===== src/verilog/fbank_pkg.sv =====
package fbank_pkg;
  // register offsets (on the plain 4-bit address port)
  localparam logic [3:0] OFS_SCRATCH = 4'h7;
  localparam logic [3:0] OFS_MODEM_STATUS = 4'h6;
  localparam logic [3:0] OFS_DIV_LOW = 4'h0;
  localparam logic [3:0] OFS_DIV_HIGH = 4'h1;
  localparam logic [3:0] OFS_TX_SPACE = 4'h8;
  localparam logic [3:0] OFS_RX_FILL = 4'h9;
  localparam logic [3:0] OFS_ENH_CTRL = 4'h2;
  localparam logic [3:0] OFS_IER = 4'h3;
  localparam logic [3:0] OFS_ISR = 4'h4;
  localparam logic [3:0] OFS_FCR = 4'h5;
  localparam logic [3:0] OFS_MCR = 4'hA;
  localparam logic [3:0] OFS_XON1 = 4'hB;
  localparam logic [3:0] OFS_XON2 = 4'hC;
  localparam logic [3:0] OFS_XOFF1 = 4'hD;
  localparam logic [3:0] OFS_SECOND_STOP_CHAR = 4'hE;
  // bank field codes
  localparam logic [1:0] BANK_GENERAL = 2'h0;
  localparam logic [1:0] BANK_EXTRA1 = 2'h1;
  localparam logic [1:0] BANK_EXTRA2 = 2'h2;
  localparam logic [1:0] BANK_RSVD = 2'h3;
  // field positions
  localparam int BANK_LSB = 1;
  localparam int CNT_EN_BIT = 0;
  localparam int ENH_AUTO_CTS = 7;
  localparam int ENH_AUTO_RTS = 6;
  localparam int ENH_SPECIAL = 5;
  localparam int ENH_LATCH = 4;
  localparam int ISR_SPECIAL = 4;
  localparam int MCR_RTS = 1;
  localparam logic [7:0] IER_ENH_MASK = 8'hF0;
  localparam logic [7:0] ISR_ENH_MASK = 8'h30;
  localparam logic [7:0] FCR_ENH_MASK = 8'h30;
  localparam logic [7:0] MCR_ENH_MASK = 8'hE0;
  localparam logic [7:0] ZERO8 = 8'h00;
  // transmit flow choice, bits 3:2
  localparam logic [1:0] TXF_NONE = 2'h0;
  localparam logic [1:0] TXF_PAIR1 = 2'h2;
  localparam logic [1:0] TXF_PAIR2 = 2'h1;
  localparam logic [1:0] TXF_BOTH = 2'h3;

  typedef struct packed {
    logic [1:0] bank;
    logic cnt_en;
    logic [7:0] scratch;
    logic [15:0] divisor;
    logic [7:0] enh;
    logic [7:0] interrupt_enable_reg;
    logic [7:0] interrupt_status_reg;
    logic [7:0] fifo_control_reg;
    logic [7:0] modem_control_reg;
    logic [7:0] xon1;
    logic [7:0] xon2;
    logic [7:0] xoff1;
    logic [7:0] second_stop_char;
    logic rts_auto;
    logic [7:0] rd_data;
    logic tx_halt;
    logic rts_out;
    logic special_hit;
    logic [1:0] tx_sel;
    logic [1:0] rx_sel;
    logic dual_rx;
  } state_s;
endpackage : fbank_pkg


===== src/verilog/uart_feature_bank.sv =====
// Behaviour
// decode two-bit bank field, 11 reserved
// level counters readable only with access bit
// bank field nonzero blocks counter access
// scratch byte stores and returns writes
// divisor is high and low bytes
// transmit count shows free FIFO entries
// receive count shows held characters
// auto clear-to-send halts transmit while high
// auto request-to-send rises at next trigger
// request-to-send falls below lower trigger
// flow control off: software drives request-to-send
// special char match sets status bit 4
// character bit 0 aligns received LSB
// software clears select bits before detection
// enhanced bit opens enhanced field writes
// enhanced bit clear latches enhanced fields
// select bits choose Xon/Xoff combinations
// dual mode concatenates two character registers
// select bits reset to zero
// bank register shares modem status address
// bits 3:2 transmit, 1:0 receive choice
// software avoids flow characters as payload
// reserved bank code writes ignored
`timescale 1ns/1ps
`default_nettype none
module uart_feature_bank #(
  parameter int CNT_W = 8
) (
  input wire logic CLK, // 10 MHz clock
  input wire logic RESET, // async reset, active high
  input wire logic [3:0] ADDR, // register address
  input wire logic [7:0] WDATA, // write data
  input wire logic WR, // write strobe
  input wire logic RD, // read strobe
  output logic [7:0] RDATA, // read data, cycle after RD
  input wire logic [7:0] MODEM_STATUS, // modem status byte
  input wire logic [CNT_W-1:0] TX_SPACE, // free transmit entries
  input wire logic [CNT_W-1:0] RX_FILL, // held receive characters
  input wire logic RX_ABOVE_TRIG, // receive fill at next trigger
  input wire logic RX_BELOW_LOW, // receive fill below lower trigger
  input wire logic CTS_N, // clear-to-send, active low
  input wire logic RX_VALID, // received character pulse
  input wire logic [7:0] RX_CHAR, // received character
  output logic [1:0] BANK, // selected register set
  output logic [15:0] DIVISOR, // baud divisor
  output logic TX_HALT, // transmit stall
  output logic RTS_OUT, // request-to-send level
  output logic SPECIAL_HIT, // special char match pulse
  output logic [1:0] TX_FLOW_SEL, // transmit Xon/Xoff choice
  output logic [1:0] RX_FLOW_SEL, // receive compare choice
  output logic DUAL_RX // two-character compare sequence
);
  fbank_pkg::state_s st_ff;
  fbank_pkg::state_s nxt_st;
  logic [15:0] xoff_pair;
  logic rx_match;

  // special char compare, bit 0 aligned with received LSB
  assign rx_match = (RX_CHAR == st_ff.second_stop_char);
  assign xoff_pair = {st_ff.xoff1, st_ff.second_stop_char};

  // next-state logic
  always_comb begin
    logic gen;
    logic enh_open;
    gen = (st_ff.bank == fbank_pkg::BANK_GENERAL);
    enh_open = st_ff.enh[fbank_pkg::ENH_LATCH];
    nxt_st = st_ff;
    nxt_st.special_hit = 1'b0;
    nxt_st.rd_data = fbank_pkg::ZERO8;
    if (WR) begin
      unique case (ADDR)
        fbank_pkg::OFS_MODEM_STATUS: begin
          if (WDATA[fbank_pkg::BANK_LSB +: 2] != fbank_pkg::BANK_RSVD) begin
            nxt_st.bank = WDATA[fbank_pkg::BANK_LSB +: 2];
            nxt_st.cnt_en = WDATA[fbank_pkg::CNT_EN_BIT];
          end
        end
        fbank_pkg::OFS_SCRATCH: nxt_st.scratch = WDATA;
        fbank_pkg::OFS_DIV_LOW: nxt_st.divisor[7:0] = WDATA;
        fbank_pkg::OFS_DIV_HIGH: nxt_st.divisor[15:8] = WDATA;
        fbank_pkg::OFS_ENH_CTRL: nxt_st.enh = WDATA;
        fbank_pkg::OFS_IER: nxt_st.interrupt_enable_reg = enh_open ? WDATA
          : ((WDATA & ~fbank_pkg::IER_ENH_MASK) | (st_ff.interrupt_enable_reg & fbank_pkg::IER_ENH_MASK));
        fbank_pkg::OFS_ISR: nxt_st.interrupt_status_reg = enh_open ? WDATA
          : ((WDATA & ~fbank_pkg::ISR_ENH_MASK) | (st_ff.interrupt_status_reg & fbank_pkg::ISR_ENH_MASK));
        fbank_pkg::OFS_FCR: nxt_st.fifo_control_reg = enh_open ? WDATA
          : ((WDATA & ~fbank_pkg::FCR_ENH_MASK) | (st_ff.fifo_control_reg & fbank_pkg::FCR_ENH_MASK));
        fbank_pkg::OFS_MCR: nxt_st.modem_control_reg = enh_open ? WDATA
          : ((WDATA & ~fbank_pkg::MCR_ENH_MASK) | (st_ff.modem_control_reg & fbank_pkg::MCR_ENH_MASK));
        fbank_pkg::OFS_XON1: nxt_st.xon1 = WDATA;
        fbank_pkg::OFS_XON2: nxt_st.xon2 = WDATA;
        fbank_pkg::OFS_XOFF1: nxt_st.xoff1 = WDATA;
        fbank_pkg::OFS_SECOND_STOP_CHAR: nxt_st.second_stop_char = WDATA;
        default: ;
      endcase
    end
    // read mux
    if (RD) begin
      unique case (ADDR)
        fbank_pkg::OFS_MODEM_STATUS: nxt_st.rd_data = MODEM_STATUS;
        fbank_pkg::OFS_SCRATCH: nxt_st.rd_data = st_ff.scratch;
        fbank_pkg::OFS_DIV_LOW: nxt_st.rd_data = st_ff.divisor[7:0];
        fbank_pkg::OFS_DIV_HIGH: nxt_st.rd_data = st_ff.divisor[15:8];
        fbank_pkg::OFS_ENH_CTRL: nxt_st.rd_data = st_ff.enh;
        fbank_pkg::OFS_IER: nxt_st.rd_data = st_ff.interrupt_enable_reg;
        fbank_pkg::OFS_ISR: nxt_st.rd_data = st_ff.interrupt_status_reg;
        fbank_pkg::OFS_FCR: nxt_st.rd_data = st_ff.fifo_control_reg;
        fbank_pkg::OFS_MCR: nxt_st.rd_data = st_ff.modem_control_reg;
        fbank_pkg::OFS_XON1: nxt_st.rd_data = st_ff.xon1;
        fbank_pkg::OFS_XON2: nxt_st.rd_data = st_ff.xon2;
        fbank_pkg::OFS_XOFF1: nxt_st.rd_data = st_ff.xoff1;
        fbank_pkg::OFS_SECOND_STOP_CHAR: nxt_st.rd_data = st_ff.second_stop_char;
        fbank_pkg::OFS_TX_SPACE:
          if (gen && st_ff.cnt_en) nxt_st.rd_data = 8'(TX_SPACE);
        fbank_pkg::OFS_RX_FILL:
          if (gen && st_ff.cnt_en) nxt_st.rd_data = 8'(RX_FILL);
        default: ;
      endcase
    end
    // auto clear-to-send stall
    nxt_st.tx_halt = st_ff.enh[fbank_pkg::ENH_AUTO_CTS] & CTS_N;
    // auto request-to-send hysteresis
    if (RX_ABOVE_TRIG) nxt_st.rts_auto = 1'b1;
    else if (RX_BELOW_LOW) nxt_st.rts_auto = 1'b0;
    nxt_st.rts_out = st_ff.enh[fbank_pkg::ENH_AUTO_RTS] ? st_ff.rts_auto
      : st_ff.modem_control_reg[fbank_pkg::MCR_RTS];
    // special character detect; hardware set wins over software write
    if (RX_VALID && st_ff.enh[fbank_pkg::ENH_SPECIAL] && rx_match) begin
      nxt_st.interrupt_status_reg[fbank_pkg::ISR_SPECIAL] = 1'b1;
      nxt_st.special_hit = 1'b1;
    end
    // software flow selection decode
    nxt_st.tx_sel = st_ff.enh[3:2];
    nxt_st.rx_sel = st_ff.enh[1:0];
    nxt_st.dual_rx = (st_ff.enh[1:0] == 2'h3) && (xoff_pair != 16'h0000);
  end

  // state register; select bits clear at reset
  always_ff @(posedge CLK or posedge RESET) begin
    if (RESET) begin
      st_ff <= '0;
    end else begin
      st_ff <= nxt_st;
    end
  end

  // outputs straight from flops
  assign RDATA = st_ff.rd_data;
  assign BANK = st_ff.bank;
  assign DIVISOR = st_ff.divisor;
  assign TX_HALT = st_ff.tx_halt;
  assign RTS_OUT = st_ff.rts_out;
  assign SPECIAL_HIT = st_ff.special_hit;
  assign TX_FLOW_SEL = st_ff.tx_sel;
  assign RX_FLOW_SEL = st_ff.rx_sel;
  assign DUAL_RX = st_ff.dual_rx;

  property p_cnt_gate;
    @(posedge CLK) disable iff (RESET)
    (RD && ADDR == fbank_pkg::OFS_TX_SPACE && (st_ff.bank != fbank_pkg::BANK_GENERAL
      || !st_ff.cnt_en)) |=> (RDATA == fbank_pkg::ZERO8);
  endproperty
  a_cnt_gate: assert property (p_cnt_gate) else $error("counter read not gated");

  property p_cnt_read;
    @(posedge CLK) disable iff (RESET)
    (RD && ADDR == fbank_pkg::OFS_RX_FILL && st_ff.bank == fbank_pkg::BANK_GENERAL
      && st_ff.cnt_en) |=> (RDATA == $past(8'(RX_FILL)));
  endproperty
  a_cnt_read: assert property (p_cnt_read) else $error("receive count wrong");

  property p_scratch;
    @(posedge CLK) disable iff (RESET)
    (WR && ADDR == fbank_pkg::OFS_SCRATCH) ##1 (RD && ADDR == fbank_pkg::OFS_SCRATCH
      && !WR) |=> (RDATA == $past(WDATA, 2));
  endproperty
  a_scratch: assert property (p_scratch) else $error("scratch mismatch");

  property p_rsvd_bank;
    @(posedge CLK) disable iff (RESET)
    (WR && ADDR == fbank_pkg::OFS_MODEM_STATUS && WDATA[2:1] == fbank_pkg::BANK_RSVD)
      |=> $stable(BANK);
  endproperty
  a_rsvd_bank: assert property (p_rsvd_bank) else $error("reserved bank taken");

  property p_cts;
    @(posedge CLK) disable iff (RESET)
    (st_ff.enh[fbank_pkg::ENH_AUTO_CTS] && CTS_N) |=> TX_HALT;
  endproperty
  a_cts: assert property (p_cts) else $error("transmit not halted");

  property p_rts_soft;
    @(posedge CLK) disable iff (RESET)
    (!st_ff.enh[fbank_pkg::ENH_AUTO_RTS]) |=> (RTS_OUT == $past(st_ff.modem_control_reg[fbank_pkg::MCR_RTS]));
  endproperty
  a_rts_soft: assert property (p_rts_soft) else $error("rts not software driven");

  property p_special;
    @(posedge CLK) disable iff (RESET)
    (RX_VALID && st_ff.enh[fbank_pkg::ENH_SPECIAL] && RX_CHAR == st_ff.second_stop_char)
      |=> (SPECIAL_HIT && st_ff.interrupt_status_reg[fbank_pkg::ISR_SPECIAL]);
  endproperty
  a_special: assert property (p_special) else $error("special char missed");

  property p_latch;
    @(posedge CLK) disable iff (RESET)
    (WR && ADDR == fbank_pkg::OFS_IER && !st_ff.enh[fbank_pkg::ENH_LATCH])
      |=> (st_ff.interrupt_enable_reg[7:4] == $past(st_ff.interrupt_enable_reg[7:4]));
  endproperty
  a_latch: assert property (p_latch) else $error("latched bits changed");

  // bank register and counter gating
  property p_bank_take;
    @(posedge CLK) disable iff (RESET)
    (WR && ADDR == fbank_pkg::OFS_MODEM_STATUS
      && WDATA[fbank_pkg::BANK_LSB +: 2] != fbank_pkg::BANK_RSVD)
      |=> (BANK == $past(WDATA[fbank_pkg::BANK_LSB +: 2]));
  endproperty
  a_bank_take: assert property (p_bank_take) else $error("bank write lost");

  property p_rsvd_cnt;
    @(posedge CLK) disable iff (RESET)
    (WR && ADDR == fbank_pkg::OFS_MODEM_STATUS
      && WDATA[fbank_pkg::BANK_LSB +: 2] == fbank_pkg::BANK_RSVD) |=> $stable(st_ff.cnt_en);
  endproperty
  a_rsvd_cnt: assert property (p_rsvd_cnt) else $error("reserved write took access bit");

  property p_tx_read;
    @(posedge CLK) disable iff (RESET)
    (RD && ADDR == fbank_pkg::OFS_TX_SPACE && st_ff.bank == fbank_pkg::BANK_GENERAL
      && st_ff.cnt_en) |=> (RDATA == $past(8'(TX_SPACE)));
  endproperty
  a_tx_read: assert property (p_tx_read) else $error("transmit count wrong");

  property p_rx_gate;
    @(posedge CLK) disable iff (RESET)
    (RD && ADDR == fbank_pkg::OFS_RX_FILL && (st_ff.bank != fbank_pkg::BANK_GENERAL
      || !st_ff.cnt_en)) |=> (RDATA == fbank_pkg::ZERO8);
  endproperty
  a_rx_gate: assert property (p_rx_gate) else $error("receive count not gated");

  property p_ms_read;
    @(posedge CLK) disable iff (RESET)
    (RD && ADDR == fbank_pkg::OFS_MODEM_STATUS) |=> (RDATA == $past(MODEM_STATUS));
  endproperty
  a_ms_read: assert property (p_ms_read) else $error("modem status read wrong");

  property p_ms_write;
    @(posedge CLK) disable iff (RESET)
    (WR && !RD && ADDR == fbank_pkg::OFS_MODEM_STATUS) |=> (RDATA == fbank_pkg::ZERO8);
  endproperty
  a_ms_write: assert property (p_ms_write) else $error("bank write echoed");

  // plain storage registers
  property p_div_low;
    @(posedge CLK) disable iff (RESET)
    (WR && ADDR == fbank_pkg::OFS_DIV_LOW) |=> (DIVISOR[7:0] == $past(WDATA));
  endproperty
  a_div_low: assert property (p_div_low) else $error("divisor low wrong");

  property p_div_high;
    @(posedge CLK) disable iff (RESET)
    (WR && ADDR == fbank_pkg::OFS_DIV_HIGH) |=> (DIVISOR[15:8] == $past(WDATA));
  endproperty
  a_div_high: assert property (p_div_high) else $error("divisor high wrong");

  property p_scratch_keep;
    @(posedge CLK) disable iff (RESET)
    (WR && ADDR != fbank_pkg::OFS_SCRATCH) |=> $stable(st_ff.scratch);
  endproperty
  a_scratch_keep: assert property (p_scratch_keep) else $error("scratch disturbed");

  // hardware flow control
  property p_cts_go;
    @(posedge CLK) disable iff (RESET)
    (st_ff.enh[fbank_pkg::ENH_AUTO_CTS] && !CTS_N) |=> !TX_HALT;
  endproperty
  a_cts_go: assert property (p_cts_go) else $error("transmit not resumed");

  property p_cts_off;
    @(posedge CLK) disable iff (RESET)
    (!st_ff.enh[fbank_pkg::ENH_AUTO_CTS]) |=> !TX_HALT;
  endproperty
  a_cts_off: assert property (p_cts_off) else $error("halt while auto off");

  property p_rts_rise;
    @(posedge CLK) disable iff (RESET)
    RX_ABOVE_TRIG |=> st_ff.rts_auto;
  endproperty
  a_rts_rise: assert property (p_rts_rise) else $error("rts not raised");

  property p_rts_auto;
    @(posedge CLK) disable iff (RESET)
    st_ff.enh[fbank_pkg::ENH_AUTO_RTS] |=> (RTS_OUT == $past(st_ff.rts_auto));
  endproperty
  a_rts_auto: assert property (p_rts_auto) else $error("rts not automatic");

  property p_rts_fall;
    @(posedge CLK) disable iff (RESET)
    (!RX_ABOVE_TRIG && RX_BELOW_LOW) |=> !st_ff.rts_auto;
  endproperty
  a_rts_fall: assert property (p_rts_fall) else $error("rts not lowered");

  // special character and enhanced latch
  property p_special_off;
    @(posedge CLK) disable iff (RESET)
    (RX_VALID && !st_ff.enh[fbank_pkg::ENH_SPECIAL]) |=> !SPECIAL_HIT;
  endproperty
  a_special_off: assert property (p_special_off) else $error("hit while detect off");

  property p_special_miss;
    @(posedge CLK) disable iff (RESET)
    (RX_VALID && RX_CHAR != st_ff.second_stop_char) |=> !SPECIAL_HIT;
  endproperty
  a_special_miss: assert property (p_special_miss) else $error("false special hit");

  property p_open;
    @(posedge CLK) disable iff (RESET)
    (WR && ADDR == fbank_pkg::OFS_IER && st_ff.enh[fbank_pkg::ENH_LATCH])
      |=> (st_ff.interrupt_enable_reg == $past(WDATA));
  endproperty
  a_open: assert property (p_open) else $error("open write refused");

  property p_mcr_latch;
    @(posedge CLK) disable iff (RESET)
    (WR && ADDR == fbank_pkg::OFS_MCR && !st_ff.enh[fbank_pkg::ENH_LATCH])
      |=> (st_ff.modem_control_reg[7:5] == $past(st_ff.modem_control_reg[7:5]));
  endproperty
  a_mcr_latch: assert property (p_mcr_latch) else $error("latched modem bits changed");

  property p_fcr_latch;
    @(posedge CLK) disable iff (RESET)
    (WR && ADDR == fbank_pkg::OFS_FCR && !st_ff.enh[fbank_pkg::ENH_LATCH])
      |=> (st_ff.fifo_control_reg[5:4] == $past(st_ff.fifo_control_reg[5:4]));
  endproperty
  a_fcr_latch: assert property (p_fcr_latch) else $error("latched fifo bits changed");

  // software flow selection
  property p_enh_store;
    @(posedge CLK) disable iff (RESET)
    (WR && ADDR == fbank_pkg::OFS_ENH_CTRL) |=> (st_ff.enh == $past(WDATA));
  endproperty
  a_enh_store: assert property (p_enh_store) else $error("feature write lost");

  property p_tx_sel;
    @(posedge CLK) disable iff (RESET)
    1'b1 |=> (TX_FLOW_SEL == $past(st_ff.enh[3:2]));
  endproperty
  a_tx_sel: assert property (p_tx_sel) else $error("transmit choice wrong");

  property p_rx_sel;
    @(posedge CLK) disable iff (RESET)
    1'b1 |=> (RX_FLOW_SEL == $past(st_ff.enh[1:0]));
  endproperty
  a_rx_sel: assert property (p_rx_sel) else $error("receive choice wrong");

  property p_dual;
    @(posedge CLK) disable iff (RESET)
    (st_ff.enh[1:0] != 2'h3) |=> !DUAL_RX;
  endproperty
  a_dual: assert property (p_dual) else $error("dual compare unexpected");
endmodule : uart_feature_bank
`default_nettype wire


===== config.mk =====
export PLATFORM = sky130hd
export DESIGN_NAME = uart_feature_bank
export DESIGN_NICKNAME = d
export VERILOG_FILES = /design/src/verilog/fbank_pkg.sv /design/src/verilog/uart_feature_bank.sv
export SDC_FILE = /design/constraint.sdc
export NUM_CORES = 1
export LEC_CHECK = 0
export ABC_AREA = 0
export BUFFER_PORTS_ARGS = -buffer_cell sky130_fd_sc_hd__buf_2
export CORE_UTILIZATION = 48
export DETAILED_ROUTE_END_ITERATION = 12
export GPL_TIMING_DRIVEN = 0
export PLACE_DENSITY_LB_ADDON = 0.12
export SYNTH_ARGS = -nofsm -noshare
export SYNTH_HDL_FRONTEND = slang
export SYNTH_SLANG_ARGS = --single-unit
export TNS_END_PERCENT = 100

===== constraint.sdc =====
create_clock -name CLK -period 3.4 [get_ports CLK]
set_input_delay 0.51 -clock CLK [delete_from_list [all_inputs] [get_ports CLK]]
set_output_delay 0.51 -clock CLK [all_outputs]
set_load 0.02 [all_outputs]

### After elaboration in Yosys (flattened, before gate mapping)

Cells that the tools add are included.

* bits in registers: 116
* input bits: 52
* logic and storage cells: 90

* eq/ne operators: 17
* mux-type cells: 21
* bitwise logic cells: 5
* reduce and logical (&&, ||, !) cells: 24

Operators with widths (number)
* 8-bit case mux with 15 select lines: 1
* 8-bit two-way mux: 13
* 53-bit two-way mux: 1
* 4-bit equality test, second input constant: 7
* 2-bit AND reduction: 13
* 4-bit by 3-bit equality test with 1-bit output, second input constant: 4
* 8-bit by 6-bit bitwise OR with 8-bit output: 2
* 16-bit nonzero test: 1
* 4-bit by 2-bit equality test with 1-bit output, second input constant: 2
* 8-bit equality test: 1
* 4-bit by 8-bit bitwise OR with 8-bit output: 1
* 5-bit by 8-bit bitwise OR with 8-bit output: 1
* 2-bit nonzero test: 3
* 1-bit two-way mux: 5
* 5-bit two-way mux: 1
* 4-bit by 1-bit equality test with 1-bit output, second input constant: 1
* 1-bit logical AND: 4
* 4-bit logical NOT: 1
* 3-bit AND reduction: 1
* 2-bit equality test, second input constant: 1
* 2-bit logical NOT: 1
* 2-bit != test, second input constant: 1
* 1-bit bitwise AND: 1

### Depth between registers and ports, before layout

* word-level depth: 5
* mapped depth: 7

### Worst setup path after synthesis

OpenSTA, ideal clock, no wires.

* path type: input to register
* from: input port ADDR[0]
* to: register st_ff[105] (netlist bit)
* setup time: 0.125 ns
* data arrival time: 1.718 ns
* data required time: 3.275 ns
* path slack: 1.557 ns
* stages: 5
* path buffers: 2
* path through: buf_2 -> buf_2 -> nand2_1 -> nor2_1 -> mux2_2

* longest elaborated chain between the ends: 2

Ends and longest elaborated chain
* start: declaration: line uart_feature_bank.sv:32 `input wire logic [3:0] ADDR,`
* 4-bit by 3-bit equality test with 1-bit output: line uart_feature_bank.sv:73 `unique case (ADDR)`
* 2-bit AND reduction (no line)
* end signal: assignment: line uart_feature_bank.sv:145 `st_ff <= nxt_st;`
* end: declaration: line uart_feature_bank.sv:54 `fbank_pkg::state_s st_ff;`

Every way passes these cells.
A chain may end at the register's enable or synchronous reset.

==> summary.md <==
| Metric | Value |
|---|---|
| Dominant cell type by area after synthesis | `dfrtp_1` |
| CP Capture Type | `register` |
| Initial DRC count | `303` |
| IO Port Bufs | `84` |
| Chip Height | `112 um` |
| Initial antenna violation count | `0` |
| Initial core utilization | `49.9%` |
| Worst Hold Class | `in2async` |
| Crit Path Class | `in2reg` |
| Cell area after synthesis | `0.00578 mm2` |
| Placed cell areas | `0.00642 mm2` |
| Total clock sinks | `116` |
| Startpoint Class | `input port` |
| Max Cap Viol | `0` |
| Met1 wire length | `6720 um` |
| Die X-Extent | `112 um` |
| Via Count | `4233` |
| Nets@finish | `623` |
| YS warnings | `0` |
| Ys async rst share | `100%` |
| Failing checks | `DRC` |
| Met2 wire length | `7210 um` |
| Final Wtd Congestion | `0.865` |
| Worst path required time | `3.65 ns` |
| Pin count of the biggest net entering global routing | `43` |
| Final number of setup-violating endpoints | `0` |
| Clk_skew | `0.00638 ns` |
| Core area | `0.0116 mm2` |
| DR WL/cell | `21.1 um` |
| Die area | `0.0125 mm2` |
| Fin area | `0.00704 mm2` |
| Post-CTS Setup Repair Bufs | `0` |
| FF-to-FF End | `RDATA[0]` |
| Worst Reg2Reg Path Length in Cells | `5` |
| Status | `finished, violations left` |
| Diode count | `0` |
| Syn avg cell area | `12.4 um2` |
| Commonest non-fill, non-tap cell in the layout | `dfrtp_1` |
| Row cnt | `39` |
| Worst-Margin Slew | `0.956 ns` |
| Worst-Skew Late Latency | `0.43 ns` |
| CTS Root Cell | `clkbuf_16` |
| Top cells by area, synth | `dfrtp_1 (50%), mux2_2 (21%), buf_4 (4.0%), mux2i_1 (4.0%), buf_2 (1.4%)` |
| R2R Setup Slk | `1.35 ns` |
| Final setup TNS | `0 ns` |
| Cells after Synth | `466` |
| GR Util All Layers | `26.7%` |
| Max layer used | `met4` |
| Max Root-Sink Buffers | `2` |
| Library cells used by synthesis | `55` |
| RSZ-0062 raised after global routing | `false` |
| ANT nets after route | `0` |
| Syn nets | `518` |
| Post-CTS resize count | `0` |
| Cts hold-fix bufs | `0` |
| Number of synthesized flops with an enable pin | `0` |
| VDD IR-drop max | `394 uV` |
| Vias per cell | `5.82` |
| Synth Flop Type | `dfrtp_1` |
| Residual DRC | `6` |
| Crit path time final | `2.08 ns` |
| WL final | `15400 um` |
| CTS buffer count | `17` |
| Dpl hpwl | `11100 um` |
| Seq cells post-synth | `116` |
| Crit Path Max Fanout | `10` |
| Total design power | `0.00468 W` |
| Dpl ws | `0.938 ns` |
| Final Max Slew Viols | `0` |
| Pwr dens | `664 mW/mm2` |
| Ratio of cells with drive above 1 in the final layout | `46.9%` |
| Leakage | `3.29 nW` |
| Setup ws final | `1.32 ns` |
| Final hold violations | `0` |
| GRT overflow | `0` |
| Top-area cell type share of the netlist area | `50.3%` |
| TritonCTS clock tree | `done` |
| P&R area growth vs syn | `21.9%` |
| Critical R2R Launch | `BANK[1]` |
| H-tree depth | `4` |
| # IOs | `86` |
| Met3 wire length | `1170 um` |
| Via count of the first global-routing pass | `4311` |
| Most frequent cells in the layout | `dfrtp_1 (116), mux2_2 (108), buf_2 (100)` |
| Sequential area share after synthesis | `50.3%` |
| CTS clk-pin slew, worst paths | `0.05 ns` |
| First-pass GRT wire length | `24600 um` |
| Fin crit share | `61.2%` |
| Slew margin rel. | `35.4%` |
| First-pass iteration count of the detailed router | `9` |
| Crit path DAT | `2.33 ns` |
| Fmax | `480 MHz` |
==> worst max-delay path, cell delays in order <==
cell and delay (ns):
buf_2 0.11, buf_2 0.28, buf_2 0.33, buf_2 0.35
mux2i_1 0.22, o22ai_1 0.10, a21oi_1 0.25, a31oi_1 0.17
==> state kept, by name, summed over array words and instances (netlist names), 2 cells and up <==
register     flops
RX_FLOW_SEL      2
nxt_st           4
BANK             2
DIVISOR         16
st_ff           78
TX_FLOW_SEL      2
RDATA            8
==> worst max path at each step <==
stage	from	endpoint	slack [ns]	depth (start not counted)
2_1_floorplan	RESET	BANK[0]	1.48	1
3_3_place_gp	RESET	nxt_st[4]	0.72	2
3_5_place_dp	ADDR[2]	RDATA[4]	0.94	8
4_1_cts	BANK[1]	RDATA[0]	1.36	5
5_1_grt	ADDR[2]	RDATA[1]	1.22	8
6_report	ADDR[2]	RDATA[4]	1.32	8
==> cell usage after synthesis (6+ instances only) <==
cell type and number:
nand3_1 8, o22a_1 6, a31oi_1 9, clkbuf_1 14, a22oi_1 6, buf_4 31
inv_1 7, mux2_2 108, dfrtp_1 116, nor2b_1 8, nor2_1 10, nand2_1 12
mux2i_1 23, and2_1 6, buf_2 16
==> through the flow <==
| step | utilization (%) | instances | hold slack (ns) |
|---|---|---|---|
| after floorplan | - | 466 | 0.369 |
| after global placement | 55.2 | 693 | 0.395 |
| after detailed placement | 55.5 | 695 | 0.399 |
| after CTS | 60.9 | 727 | 0.244 |
| after global routing | 60.9 | 727 | 0.271 |
| final | 60.9 | 727 | 0.218 |
==> kinds of logic (layout without fill, tap and decap cells) <==
logic type             after synthesis  in the layout  synth area share, %
AO/OA/AOI/OAI                       65             65                 8.62
XOR/XNOR                             8              8                 1.21
buffers and inverters               69            187                 6.85
flip-flops                         116            116                 50.3
multiplexers                       132            132                 25.4
AND/OR/NAND/NOR                     76             76                 7.63
==> report_power, final <==
part	switching (W)	leakage (nW)	internal [W]
clock network	0.000617	0.300	0.00125
logic	0.000420	1.54	0.000494
registers	0.000216	1.45	0.00168
total	0.00125	3.29	0.00343
==> layout make-up <==
type | count | area [um2]
buffer | 62 | 369
clock buffer | 25 | 505
clock inverter | 7 | 119
fill | 956 | 4520
inverter | 7 | 30.0
multi-input combinational | 281 | 2480
sequential | 116 | 2900
tap | 143 | 179
timing repair buffer | 86 | 460
==> metal layers <==
| layer | up-vias | GRT usage, % |
|---|---|---|
| met5 | - | 0 |
| met4 | 0 | 10.4 |
| met3 | 23 | 6.10 |
| met2 | 164 | 42.3 |
| met1 | 2137 | 35.7 |
| li1 | 1909 | - |
No activity file was read; power rests on OpenSTA's default activity.
